## src/izs_pkg.sv

```systemverilog
// Constants and types for the increment / increment-skip-zero decode block.
// Assumes a single 40 MHz core clock; one instruction cycle is four phases.
//
// Operation
// - Plain increment: decode Q1, read file Q2, compute Q3, write destination Q4.
// - Skip variant opcode is nibbles 0011 and 11da, then 8-bit file address.
// - Operand plus one; destination bit clear writes working register, set writes file.
// - Skip variant: zero result discards prefetched next instruction and runs a no-operation instead.
// - Skip variant takes one cycle without skip, two when skipping one word.
// - Access bit clear uses access bank; set uses bank select register bank.
// - Extended set, access clear, address at most 95 selects indexed literal offset.
// - Skipping a two-word instruction costs three cycles in total.
// - Skipping a three-word instruction costs four cycles in total.
package izs_pkg;

    // ----------------------------------------
    // Opcode fields
    // ----------------------------------------
    localparam logic [5:0] IZS_OPC_INC      = 6'h0a;  // 0010 10da
    localparam logic [5:0] IZS_OPC_INC_SKIP = 6'h0f;  // 0011 11da
    localparam int         IZS_OPC_MSB      = 15;
    localparam int         IZS_OPC_LSB      = 10;
    localparam int         IZS_DEST_BIT     = 9;
    localparam int         IZS_ACCESS_BIT   = 8;
    localparam logic [7:0] IZS_IDX_LIMIT    = 8'h5f;
    localparam logic [7:0] IZS_ACCESS_SPLIT = 8'h60;  // Low access half is bank 0
    localparam logic [3:0] IZS_SFR_BANK     = 4'hf;

    // ----------------------------------------
    // Reset values
    // ----------------------------------------
    localparam logic [7:0] IZS_W_RESET      = 8'h00;
    localparam logic [4:0] IZS_FLAGS_RESET  = 5'h00;
    localparam int         IZS_SYNC_STAGES  = 2;

    // Four phases of one instruction cycle
    typedef enum logic [1:0] {IZS_Q1, IZS_Q2, IZS_Q3, IZS_Q4} izs_phase_e;

    // Data-memory addressing modes
    typedef enum logic [1:0] {IZS_AM_ACCESS, IZS_AM_BANKED, IZS_AM_INDEXED} izs_amode_e;

    // Flag order {N, OV, Z, DC, C}
    localparam int IZS_F_C  = 0;
    localparam int IZS_F_DC = 1;
    localparam int IZS_F_Z  = 2;
    localparam int IZS_F_OV = 3;
    localparam int IZS_F_N  = 4;

endpackage : izs_pkg

```

## src/izs_mem_if.sv

```systemverilog
// Data-memory port between the sequencer and the address former.
// Assumes both ends run on the core clock.
`timescale 1ns/100ps
interface izs_mem_if;
    logic [7:0]  file_addr;
    logic        access_bit;
    logic [3:0]  bank_sel;
    logic        ext_en;
    logic [11:0] fsr2;
    logic [11:0] phys_addr;
    izs_pkg::izs_amode_e mode;

    modport seq (output file_addr, output access_bit, output bank_sel, output ext_en,
                 output fsr2, input phys_addr, input mode);
    modport addr (input file_addr, input access_bit, input bank_sel, input ext_en,
                  input fsr2, output phys_addr, output mode);
endinterface : izs_mem_if

```

## src/izs_addr.sv

```systemverilog
// Forms the 12-bit data-memory address from a byte-oriented operand.
// Assumes inputs are stable for the whole instruction cycle.
`timescale 1ns/100ps
module izs_addr
    import izs_pkg::*;
(
    izs_mem_if.addr m
);
    // ----------------------------------------
    // Address mode select
    // ----------------------------------------
    always_comb
    begin
        if (!m.access_bit && m.ext_en && m.file_addr <= IZS_IDX_LIMIT)
        begin
            m.mode      = IZS_AM_INDEXED;
            m.phys_addr = m.fsr2 + {4'h0, m.file_addr};
        end
        else if (m.access_bit)
        begin
            m.mode      = IZS_AM_BANKED;
            m.phys_addr = {m.bank_sel, m.file_addr};
        end
        else
        begin
            // Access bank: low half bank 0, high half special registers
            m.mode      = IZS_AM_ACCESS;
            m.phys_addr = (m.file_addr < IZS_ACCESS_SPLIT) ? {4'h0, m.file_addr}
                                                            : {IZS_SFR_BANK, m.file_addr};
        end
    end

endmodule : izs_addr

```

## src/izs_core.sv

```systemverilog
// Sequencer for increment and increment-skip-zero instructions.
// Assumes fetch supplies a word at each Q1 with the length of the follower.
`timescale 1ns/100ps
module izs_core
(
    input  wire logic        sys_clk_i,
    input  wire logic        rst_n_i,
    input  wire logic [15:0] instr_i,        // Word decoded in Q1
    input  wire logic [1:0]  next_words_i,   // Length of prefetched follower, 1..3
    input  wire logic [3:0]  bank_select_register_i,
    input  wire logic        ext_set_en_i,
    input  wire logic [11:0] fsr2_i,
    input  wire logic [7:0]  mem_rdata_i,
    output logic [11:0]      mem_addr_o,
    output logic             mem_rd_o,
    output logic             mem_wr_o,
    output logic [7:0]       mem_wdata_o,
    output logic [7:0]       wreg_o,
    output logic [4:0]       flags_o,
    output logic [1:0]       phase_o,
    output logic             nop_cycle_o,    // Current cycle is a flushed no-op
    output logic             busy_o
);
    import izs_pkg::*;

    // ----------------------------------------
    // Reset synchroniser
    // ----------------------------------------
    logic [IZS_SYNC_STAGES-1:0] rst_sync_reg;
    logic                       rst_n;

    always_ff @(posedge sys_clk_i or negedge rst_n_i)
    begin
        if (!rst_n_i)
            rst_sync_reg <= '0;
        else
            rst_sync_reg <= {rst_sync_reg[0], 1'b1};
    end
    assign rst_n = rst_sync_reg[1];

    // ----------------------------------------
    // Phase counter and decode
    // ----------------------------------------
    izs_phase_e  phase_reg;
    logic [15:0] ir_reg;
    logic        is_inc_reg, is_skip_reg;
    logic [1:0]  flush_cnt_reg;   // No-op cycles still to run
    logic [7:0]  operand_reg, result_reg;
    logic [4:0]  flags_next;
    logic [15:0] dec_word;        // Word that forms the operand address
    logic        dec_hit;         // Recognised opcode on instr_i while no flush is pending, in any phase
    izs_mem_if   mif();

    // Decode on phase one of a non-flushed cycle
    function automatic logic match(input logic [15:0] w, input logic [5:0] opc);
        match = (w[IZS_OPC_MSB:IZS_OPC_LSB] == opc);
    endfunction : match

    always_ff @(posedge sys_clk_i or negedge rst_n)
    begin
        if (!rst_n)
            phase_reg <= IZS_Q1;
        else
            phase_reg <= izs_phase_e'(phase_reg + 2'd1);
    end

    // Instruction capture in Q1
    always_ff @(posedge sys_clk_i or negedge rst_n)
    begin
        if (!rst_n)
        begin
            ir_reg      <= 16'h0000;
            is_inc_reg  <= 1'b0;
            is_skip_reg <= 1'b0;
        end
        else if (phase_reg == IZS_Q1)
        begin
            ir_reg      <= instr_i;
            is_inc_reg  <= (flush_cnt_reg == 2'd0) && match(instr_i, IZS_OPC_INC);
            is_skip_reg <= (flush_cnt_reg == 2'd0) && match(instr_i, IZS_OPC_INC_SKIP);
        end
    end

    // Address from the incoming word in Q1, so the Q2 read sees the new operand
    assign dec_word       = (phase_reg == IZS_Q1) ? instr_i : ir_reg;
    assign dec_hit        = (flush_cnt_reg == 2'd0)
                            && (match(instr_i, IZS_OPC_INC) || match(instr_i, IZS_OPC_INC_SKIP));
    assign mif.file_addr  = dec_word[7:0];
    assign mif.access_bit = dec_word[IZS_ACCESS_BIT];
    assign mif.bank_sel   = bank_select_register_i;
    assign mif.ext_en     = ext_set_en_i;
    assign mif.fsr2       = fsr2_i;

    izs_addr u_addr (.m(mif.addr));

    // ----------------------------------------
    // Read in Q2, compute in Q3
    // ----------------------------------------
    always_ff @(posedge sys_clk_i or negedge rst_n)
    begin
        if (!rst_n)
        begin
            operand_reg <= 8'h00;
            result_reg  <= 8'h00;
        end
        else
        begin
            if (phase_reg == IZS_Q2)
                operand_reg <= mem_rdata_i;
            if (phase_reg == IZS_Q3)
                result_reg  <= operand_reg + 8'h01;
        end
    end

    // Flag update for the plain increment only
    always_comb
    begin
        flags_next          = flags_o;
        flags_next[IZS_F_C]  = (operand_reg == 8'hff);
        flags_next[IZS_F_DC] = (operand_reg[3:0] == 4'hf);
        flags_next[IZS_F_Z]  = (result_reg == 8'h00);
        flags_next[IZS_F_OV] = (operand_reg == 8'h7f);
        flags_next[IZS_F_N]  = result_reg[7];
    end

    // ----------------------------------------
    // Write in Q4 and flush scheduling
    // ----------------------------------------
    always_ff @(posedge sys_clk_i or negedge rst_n)
    begin
        if (!rst_n)
        begin
            wreg_o        <= IZS_W_RESET;
            flags_o       <= IZS_FLAGS_RESET;
            flush_cnt_reg <= 2'd0;
        end
        else if (phase_reg == IZS_Q4)
        begin
            if ((is_inc_reg || is_skip_reg) && !ir_reg[IZS_DEST_BIT])
                wreg_o <= result_reg;
            if (is_inc_reg)
                flags_o <= flags_next;
            if (is_skip_reg && result_reg == 8'h00)
                flush_cnt_reg <= (next_words_i == 2'd0) ? 2'd1 : next_words_i;
            else if (flush_cnt_reg != 2'd0)
                flush_cnt_reg <= flush_cnt_reg - 2'd1;
        end
    end

    // Memory strobes and status, registered one phase ahead
    always_ff @(posedge sys_clk_i or negedge rst_n)
    begin
        if (!rst_n)
        begin
            mem_addr_o  <= 12'h000;
            mem_rd_o    <= 1'b0;
            mem_wr_o    <= 1'b0;
            mem_wdata_o <= 8'h00;
            phase_o     <= 2'd0;
            nop_cycle_o <= 1'b0;
            busy_o      <= 1'b0;
        end
        else
        begin
            phase_o     <= 2'(phase_reg + 2'd1);
            mem_addr_o  <= mif.phys_addr;
            mem_rd_o    <= (phase_reg == IZS_Q1) && dec_hit;
            mem_wr_o    <= (phase_reg == IZS_Q3) && (is_inc_reg || is_skip_reg)
                           && ir_reg[IZS_DEST_BIT];
            mem_wdata_o <= operand_reg + 8'h01;
            if (phase_reg == IZS_Q4)
                nop_cycle_o <= (is_skip_reg && result_reg == 8'h00) || (flush_cnt_reg > 2'd1);
            // High from Q2 of a live instruction through its last flushed cycle
            if (phase_reg == IZS_Q1)
                busy_o  <= dec_hit || (flush_cnt_reg != 2'd0);
            else if (phase_reg == IZS_Q4)
                busy_o  <= (is_skip_reg && result_reg == 8'h00) || (flush_cnt_reg > 2'd1);
        end
    end

    // ----------------------------------------
    // Checks
    // ----------------------------------------
    property p_skip_flags;
        @(posedge sys_clk_i) disable iff (!rst_n)
        (phase_reg == IZS_Q4 && is_skip_reg) |=> $stable(flags_o);
    endproperty
    a_skip_flags: assert property (p_skip_flags) else $error("skip changed flags");

    property p_wrap;
        @(posedge sys_clk_i) disable iff (!rst_n)
        (phase_reg == IZS_Q3) |=> (result_reg == 8'($past(operand_reg) + 8'h01));
    endproperty
    a_wrap: assert property (p_wrap) else $error("bad increment");

    property p_write;
        @(posedge sys_clk_i) disable iff (!rst_n)
        mem_wr_o |-> (phase_reg == IZS_Q4) && ir_reg[IZS_DEST_BIT];
    endproperty
    a_write: assert property (p_write) else $error("write out of Q4");

    property p_skip_one;
        @(posedge sys_clk_i) disable iff (!rst_n)
        (phase_reg == IZS_Q4 && is_skip_reg && result_reg == 8'h00 && next_words_i == 2'd1)
        |=> nop_cycle_o ##4 !nop_cycle_o;
    endproperty
    a_skip_one: assert property (p_skip_one) else $error("one-word skip length");

    property p_skip_two;
        @(posedge sys_clk_i) disable iff (!rst_n)
        (phase_reg == IZS_Q4 && is_skip_reg && result_reg == 8'h00 && next_words_i == 2'd2)
        |=> nop_cycle_o [*8] ##1 !nop_cycle_o;
    endproperty
    a_skip_two: assert property (p_skip_two) else $error("two-word skip length");

    property p_skip_three;
        @(posedge sys_clk_i) disable iff (!rst_n)
        (phase_reg == IZS_Q4 && is_skip_reg && result_reg == 8'h00 && next_words_i == 2'd3)
        |=> nop_cycle_o [*8] ##4 nop_cycle_o ##4 !nop_cycle_o;
    endproperty
    a_skip_three: assert property (p_skip_three) else $error("three-word skip length");

    property p_noskip;
        @(posedge sys_clk_i) disable iff (!rst_n)
        (phase_reg == IZS_Q4 && is_skip_reg && result_reg != 8'h00 && flush_cnt_reg == 2'd0)
        |=> !nop_cycle_o;
    endproperty
    a_noskip: assert property (p_noskip) else $error("spurious skip");

    property p_index;
        @(posedge sys_clk_i) disable iff (!rst_n)
        (ext_set_en_i && !mif.access_bit && mif.file_addr <= IZS_IDX_LIMIT)
        |-> mif.mode == IZS_AM_INDEXED;
    endproperty
    a_index: assert property (p_index) else $error("indexed mode missed");

    property p_banked;
        @(posedge sys_clk_i) disable iff (!rst_n)
        mif.access_bit |-> mif.phys_addr == {bank_select_register_i, mif.file_addr};
    endproperty
    a_banked: assert property (p_banked) else $error("bank address wrong");

endmodule : izs_core

```

## config.mk

```make
export PLATFORM = sky130hd
export DESIGN_NAME = izs_core
export DESIGN_NICKNAME = d
export VERILOG_FILES = /design/src/izs_pkg.sv /design/src/izs_mem_if.sv /design/src/izs_addr.sv /design/src/izs_core.sv
export SDC_FILE = /design/constraint.sdc
export NUM_CORES = 1
export LEC_CHECK = 0
export BUFFER_PORTS_ARGS = -buffer_cell sky130_fd_sc_hd__buf_4
export CAP_MARGIN = 20
export CORE_ASPECT_RATIO = 1.2
export CORE_MARGIN = 2
export CORE_UTILIZATION = 25
export CTS_BUF_LIST = sky130_fd_sc_hd__clkbuf_4
export DETAILED_ROUTE_END_ITERATION = 6
export PLACE_DENSITY = 0.5
export SETUP_SLACK_MARGIN = 0.02
export SLEW_MARGIN = 20
export SYNTH_ARGS = -nofsm -noshare
export SYNTH_HDL_FRONTEND = slang
export SYNTH_SLANG_ARGS = --single-unit
```

## constraint.sdc

```tcl
create_clock -name sys_clk_i -period 2.3 [get_ports sys_clk_i]
set_clock_uncertainty 0.05 [all_clocks]
set_input_delay 0.345 -clock sys_clk_i [delete_from_list [all_inputs] [get_ports sys_clk_i]]
set_output_delay 0.345 -clock sys_clk_i [all_outputs]
set_load 0.01 [all_outputs]
```

==> flow_metrics.tcl <==
set metrics [dict create \
    outcome "finished, violations left" \
    violations "setup timing" \
    worst_path_most_repeated_cell "sky130_fd_sc_hd__ha_4" \
    synthesis.nets 319 \
    synth.area.mux_share 0.135 \
    avgRoutedWirePerCell_um 15.1 \
    mappedNetlistArea_sq_mm 0.00320 \
    die_footprint_sq_mm 0.0137 \
    fp.coreArea_sq_mm 0.0126 \
    initial_utilization 0.254 \
    ys_seq_area_frac 0.554 \
    boundaryPins 84 \
    critical_path.top_delay_family "simple AND/OR/NAND/NOR gates" \
    timing.critical_path.fanout_max 8 \
    drtIter0Drc 66 \
    period_share 1.07 \
    cts-htree-levels 3 \
    cp_data_arrival_time_ps 2790 \
    via_count_of_the_first_global_routing_pass 2508 \
    dr.pass1.iters 4 \
    avgViaCountPerCell 4.35 \
    postSynthCellCount 257 \
    cap_viol_max_count 0 \
    place_area_sq_mm 0.00429 \
    cts_tree "built" \
    die_width_um 107 \
    worstPathCellList "inv_2 > ha_4 > mux2_4 > ha_4 > o211ai_1 > o21ai_2 > a221oi_2 > or4_1 > nand3_1" \
    endpoint_kind "flop" \
    clk-insertion-delay-late_ps 420 \
    max-vdd-ir-drop_mv 0.314 \
    placement_rows 45 \
    maximum_number_of_pins_on_one_net_before_global_route_repair 44 \
    num_vias 2407 \
    clkSinkCount 71 \
    drc_errors 0 \
    ys_dominant_reg_cell "sky130_fd_sc_hd__dfrtp_1" \
    holdCritPathClass "in2reg" \
    post-dp-hpwl_mm 6.07 \
    clk_pin_slew_worst_paths_ps 140 \
    yosys_warnings 0 \
    final.setup.worst_slack_ps -167 \
    crit_required_ps 2620 \
    layout.cell_area.non_filler_sq_mm 0.00476 \
    insertedDiodeCount 0 \
    timing_worst_setup_path_type "reg2reg" \
    yosys.area_share.adder 0.0687 \
    global_route.usage.total 0.126 \
    synth_edf_count 0 \
    final_net_count 446 \
    route.antenna.remaining_nets 0 \
    clockRootBuffer "sky130_fd_sc_hd__clkbuf_4" \
    fin_crit_ps 2470 \
    fp.dieH_um 128 \
    tritoncts_buffer_count 9 \
    path_buf_inv 1 \
    synth_top_family_by_area "multiplexers" \
    wl_mm 8.37 \
    largest_reg_flops 12 \
    io_buffer_count 83 \
    max-slew-margin-rel 0.553 \
    leakage_nw 2.21 \
    timing.critical_path.from_type "flop" \
    yosys.area_share.simple 0.0847 \
    async_set_or_reset_register_ratio_after_synthesis 1.00 \
    initial_antenna_violation_count 0 \
    grt_pass1_wl_mm 13.1 \
    critical-path-slowest-cell "sky130_fd_sc_hd__or4_1" \
    slew_violations 0 \
    finalCoreUtilization 0.378 \
    area_growth_pct 48.7 \
    yosys.cell_types.count 37 \
    cts_buffer_depth 2 \
    place.gp.congestion 0.743 \
    post_route_cells_drive_above_1_share 0.535 \
    number_of_synthesized_register_bits 71 \
    unrepaired_setup_endpoints_after_global_routing "true" \
    hold_violations 0 \
    synthesis.area_per_instance_sq_um 12.5 \
    power-per-cell-area_mw_per_mm2 625 \
    achievable-frequency_mhz 405 \
    setup_viol 7 \
    critical-path-max-stage-delay_ps 520 \
    synth_xor_xnor_area_share 0.0410 \
    remaining_global_route_overflow 0 \
    timing_worst_slew_pin_value_ps 671 \
    compound_cell_area_share_of_the_yosys_netlist 0.0953 \
]
==> synth_stat cells (2+ instances only) <==
library cell | instances | share of area
sky130_fd_sc_hd__dfrtp_1 | 71 | 0.55
sky130_fd_sc_hd__mux2_2 | 37 | 0.13
sky130_fd_sc_hd__nand2_1 | 18 | 0.021
sky130_fd_sc_hd__ha_1 | 16 | 0.062
sky130_fd_sc_hd__a21oi_1 | 14 | 0.022
sky130_fd_sc_hd__o21ai_0 | 14 | 0.022
sky130_fd_sc_hd__nand3_1 | 11 | 0.017
sky130_fd_sc_hd__nor2_1 | 9 | 0.011
sky130_fd_sc_hd__xor2_1 | 9 | 0.025
sky130_fd_sc_hd__a21o_1 | 7 | 0.016
sky130_fd_sc_hd__inv_1 | 7 | 0.0082
sky130_fd_sc_hd__xnor2_1 | 6 | 0.016
sky130_fd_sc_hd__clkbuf_1 | 4 | 0.0047
sky130_fd_sc_hd__a31oi_1 | 3 | 0.0059
sky130_fd_sc_hd__a211oi_1 | 2 | 0.0047
sky130_fd_sc_hd__a221oi_1 | 2 | 0.0055
sky130_fd_sc_hd__and3_1 | 2 | 0.0039
sky130_fd_sc_hd__buf_6 | 2 | 0.0070
sky130_fd_sc_hd__nand3b_1 | 2 | 0.0047
sky130_fd_sc_hd__nor3b_2 | 2 | 0.0078
sky130_fd_sc_hd__nor4_1 | 2 | 0.0039
sky130_fd_sc_hd__o211ai_1 | 2 | 0.0047
==> final timing paths <==
| kind | startpoint | depth (start not counted) | slack, ps | endpoint |
|---|---|---|---|---|
| max reg2reg | phase_o[1]$_DFF_PN0_ | 9 | -170 | mem_addr_o[11]$_DFF_PN0_ |
| min reg2reg | rst_sync_reg[1]$_DFF_PN0_ | 0 | 250 | mem_addr_o[10]$_DFF_PN0_ |
| min in group asynchronous | rst_n_i | 2 | 190 | rst_sync_reg[1]$_DFF_PN0_ |
| max | phase_o[1]$_DFF_PN0_ | 9 | -170 | mem_addr_o[11]$_DFF_PN0_ |
| min | mem_rdata_i[0] | 3 | 80 | operand_reg[0]$_DFFE_PN0N_ |
| max in group asynchronous | rst_sync_reg[1]$_DFF_PN0_ | 1 | 1280 | mem_wr_o$_DFF_PN0_ |
==> worst min-delay path: cells and delay by family <==
family / cells / cell delay [ps]
compound gates: 1 / 60
buf+inv: 1 / 70
simple gates: 1 / 40
==> area by class of cell <==
class	count	area, sq um
Multi-Input combinational cell	173	1620
Inverter	7	26.3
Timing Repair Buffer	122	966
Clock buffer	9	67.6
Clock inverter	7	96.3
Fill cell	1238	7850
Tap cell	164	205
Sequential cell	71	1780
==> routing by layer <==
layer / routed length (um) / vias up / GRT usage
met5: 0 / - / 0
met4: 70 / 0 / 0.0339
met3: 425 / 7 / 0.0346
met2: 4360 / 72 / 0.222
met1: 3510 / 1156 / 0.152
li1: - / 1172 / -
==> placed cells by master (no fill, tap or decap), drive strengths merged, types with 2 or more instances in the layout <==
cell type  count
ha            16
a21oi         14
nor3b          2
nand3b         2
inv            8
xor2           9
mux2          38
and3           2
a221oi         2
clkbuf         9
nor2           9
a31oi          3
dfrtp         71
nand3         11
a211oi         3
bufinv         2
o211ai         2
o21ai         14
xnor2          6
clkinv         4
buf          121
nor4           2
nand2         18
a21o           7
==> cells by family (layout without fill, tap and decap cells) <==
kind of cell               count (synthesis)  count (layout)
DFF                                       71              71
and+or+nand+nor                           53              53
AOI/OAI and AO/OA                         49              49
muxes                                     38              38
adders and majority gates                 17              17
xor gates and xnor gates                  15              15
buffers and inverters                     13             145
other                                      1               1
==> report_power, final <==
group / switching, mW / total [mW] / leakage, nW / internal, mW
logic: 0.290 / 0.640 / 1.25 / 0.349
clock network: 0.481 / 0.925 / 0.0903 / 0.444
registers: 0.0683 / 1.41 / 0.873 / 1.34
==> per-stage QoR <==
step                setup WS, ps  TNS [ps]  hold WS [ps]  cells  power [mW]
floorplan                   -312     -1170        -0.591    257        1.73
global placement            -199      -985          79.1    526        1.98
finish                      -167      -752          77.4    553        2.98
detailed placement          -269     -1370          80.0    526        2.00
global route                -248     -1560          42.5    553        3.15
CTS                         -178      -694          46.3    551        2.99
==> timing repair <==
| item | 4_1_cts | 5_1_grt |
|---|---|---|
| gates resized for setup | 31 | 10 |
| hold buffers | 1 | 0 |
| pin swaps | 22 | 12 |
| buffers inserted | 8 | 2 |
| hold endpoints to repair | 2 | 0 |
| setup endpoints to repair | 10 | 12 |
Power figures use the tool's default switching activity.
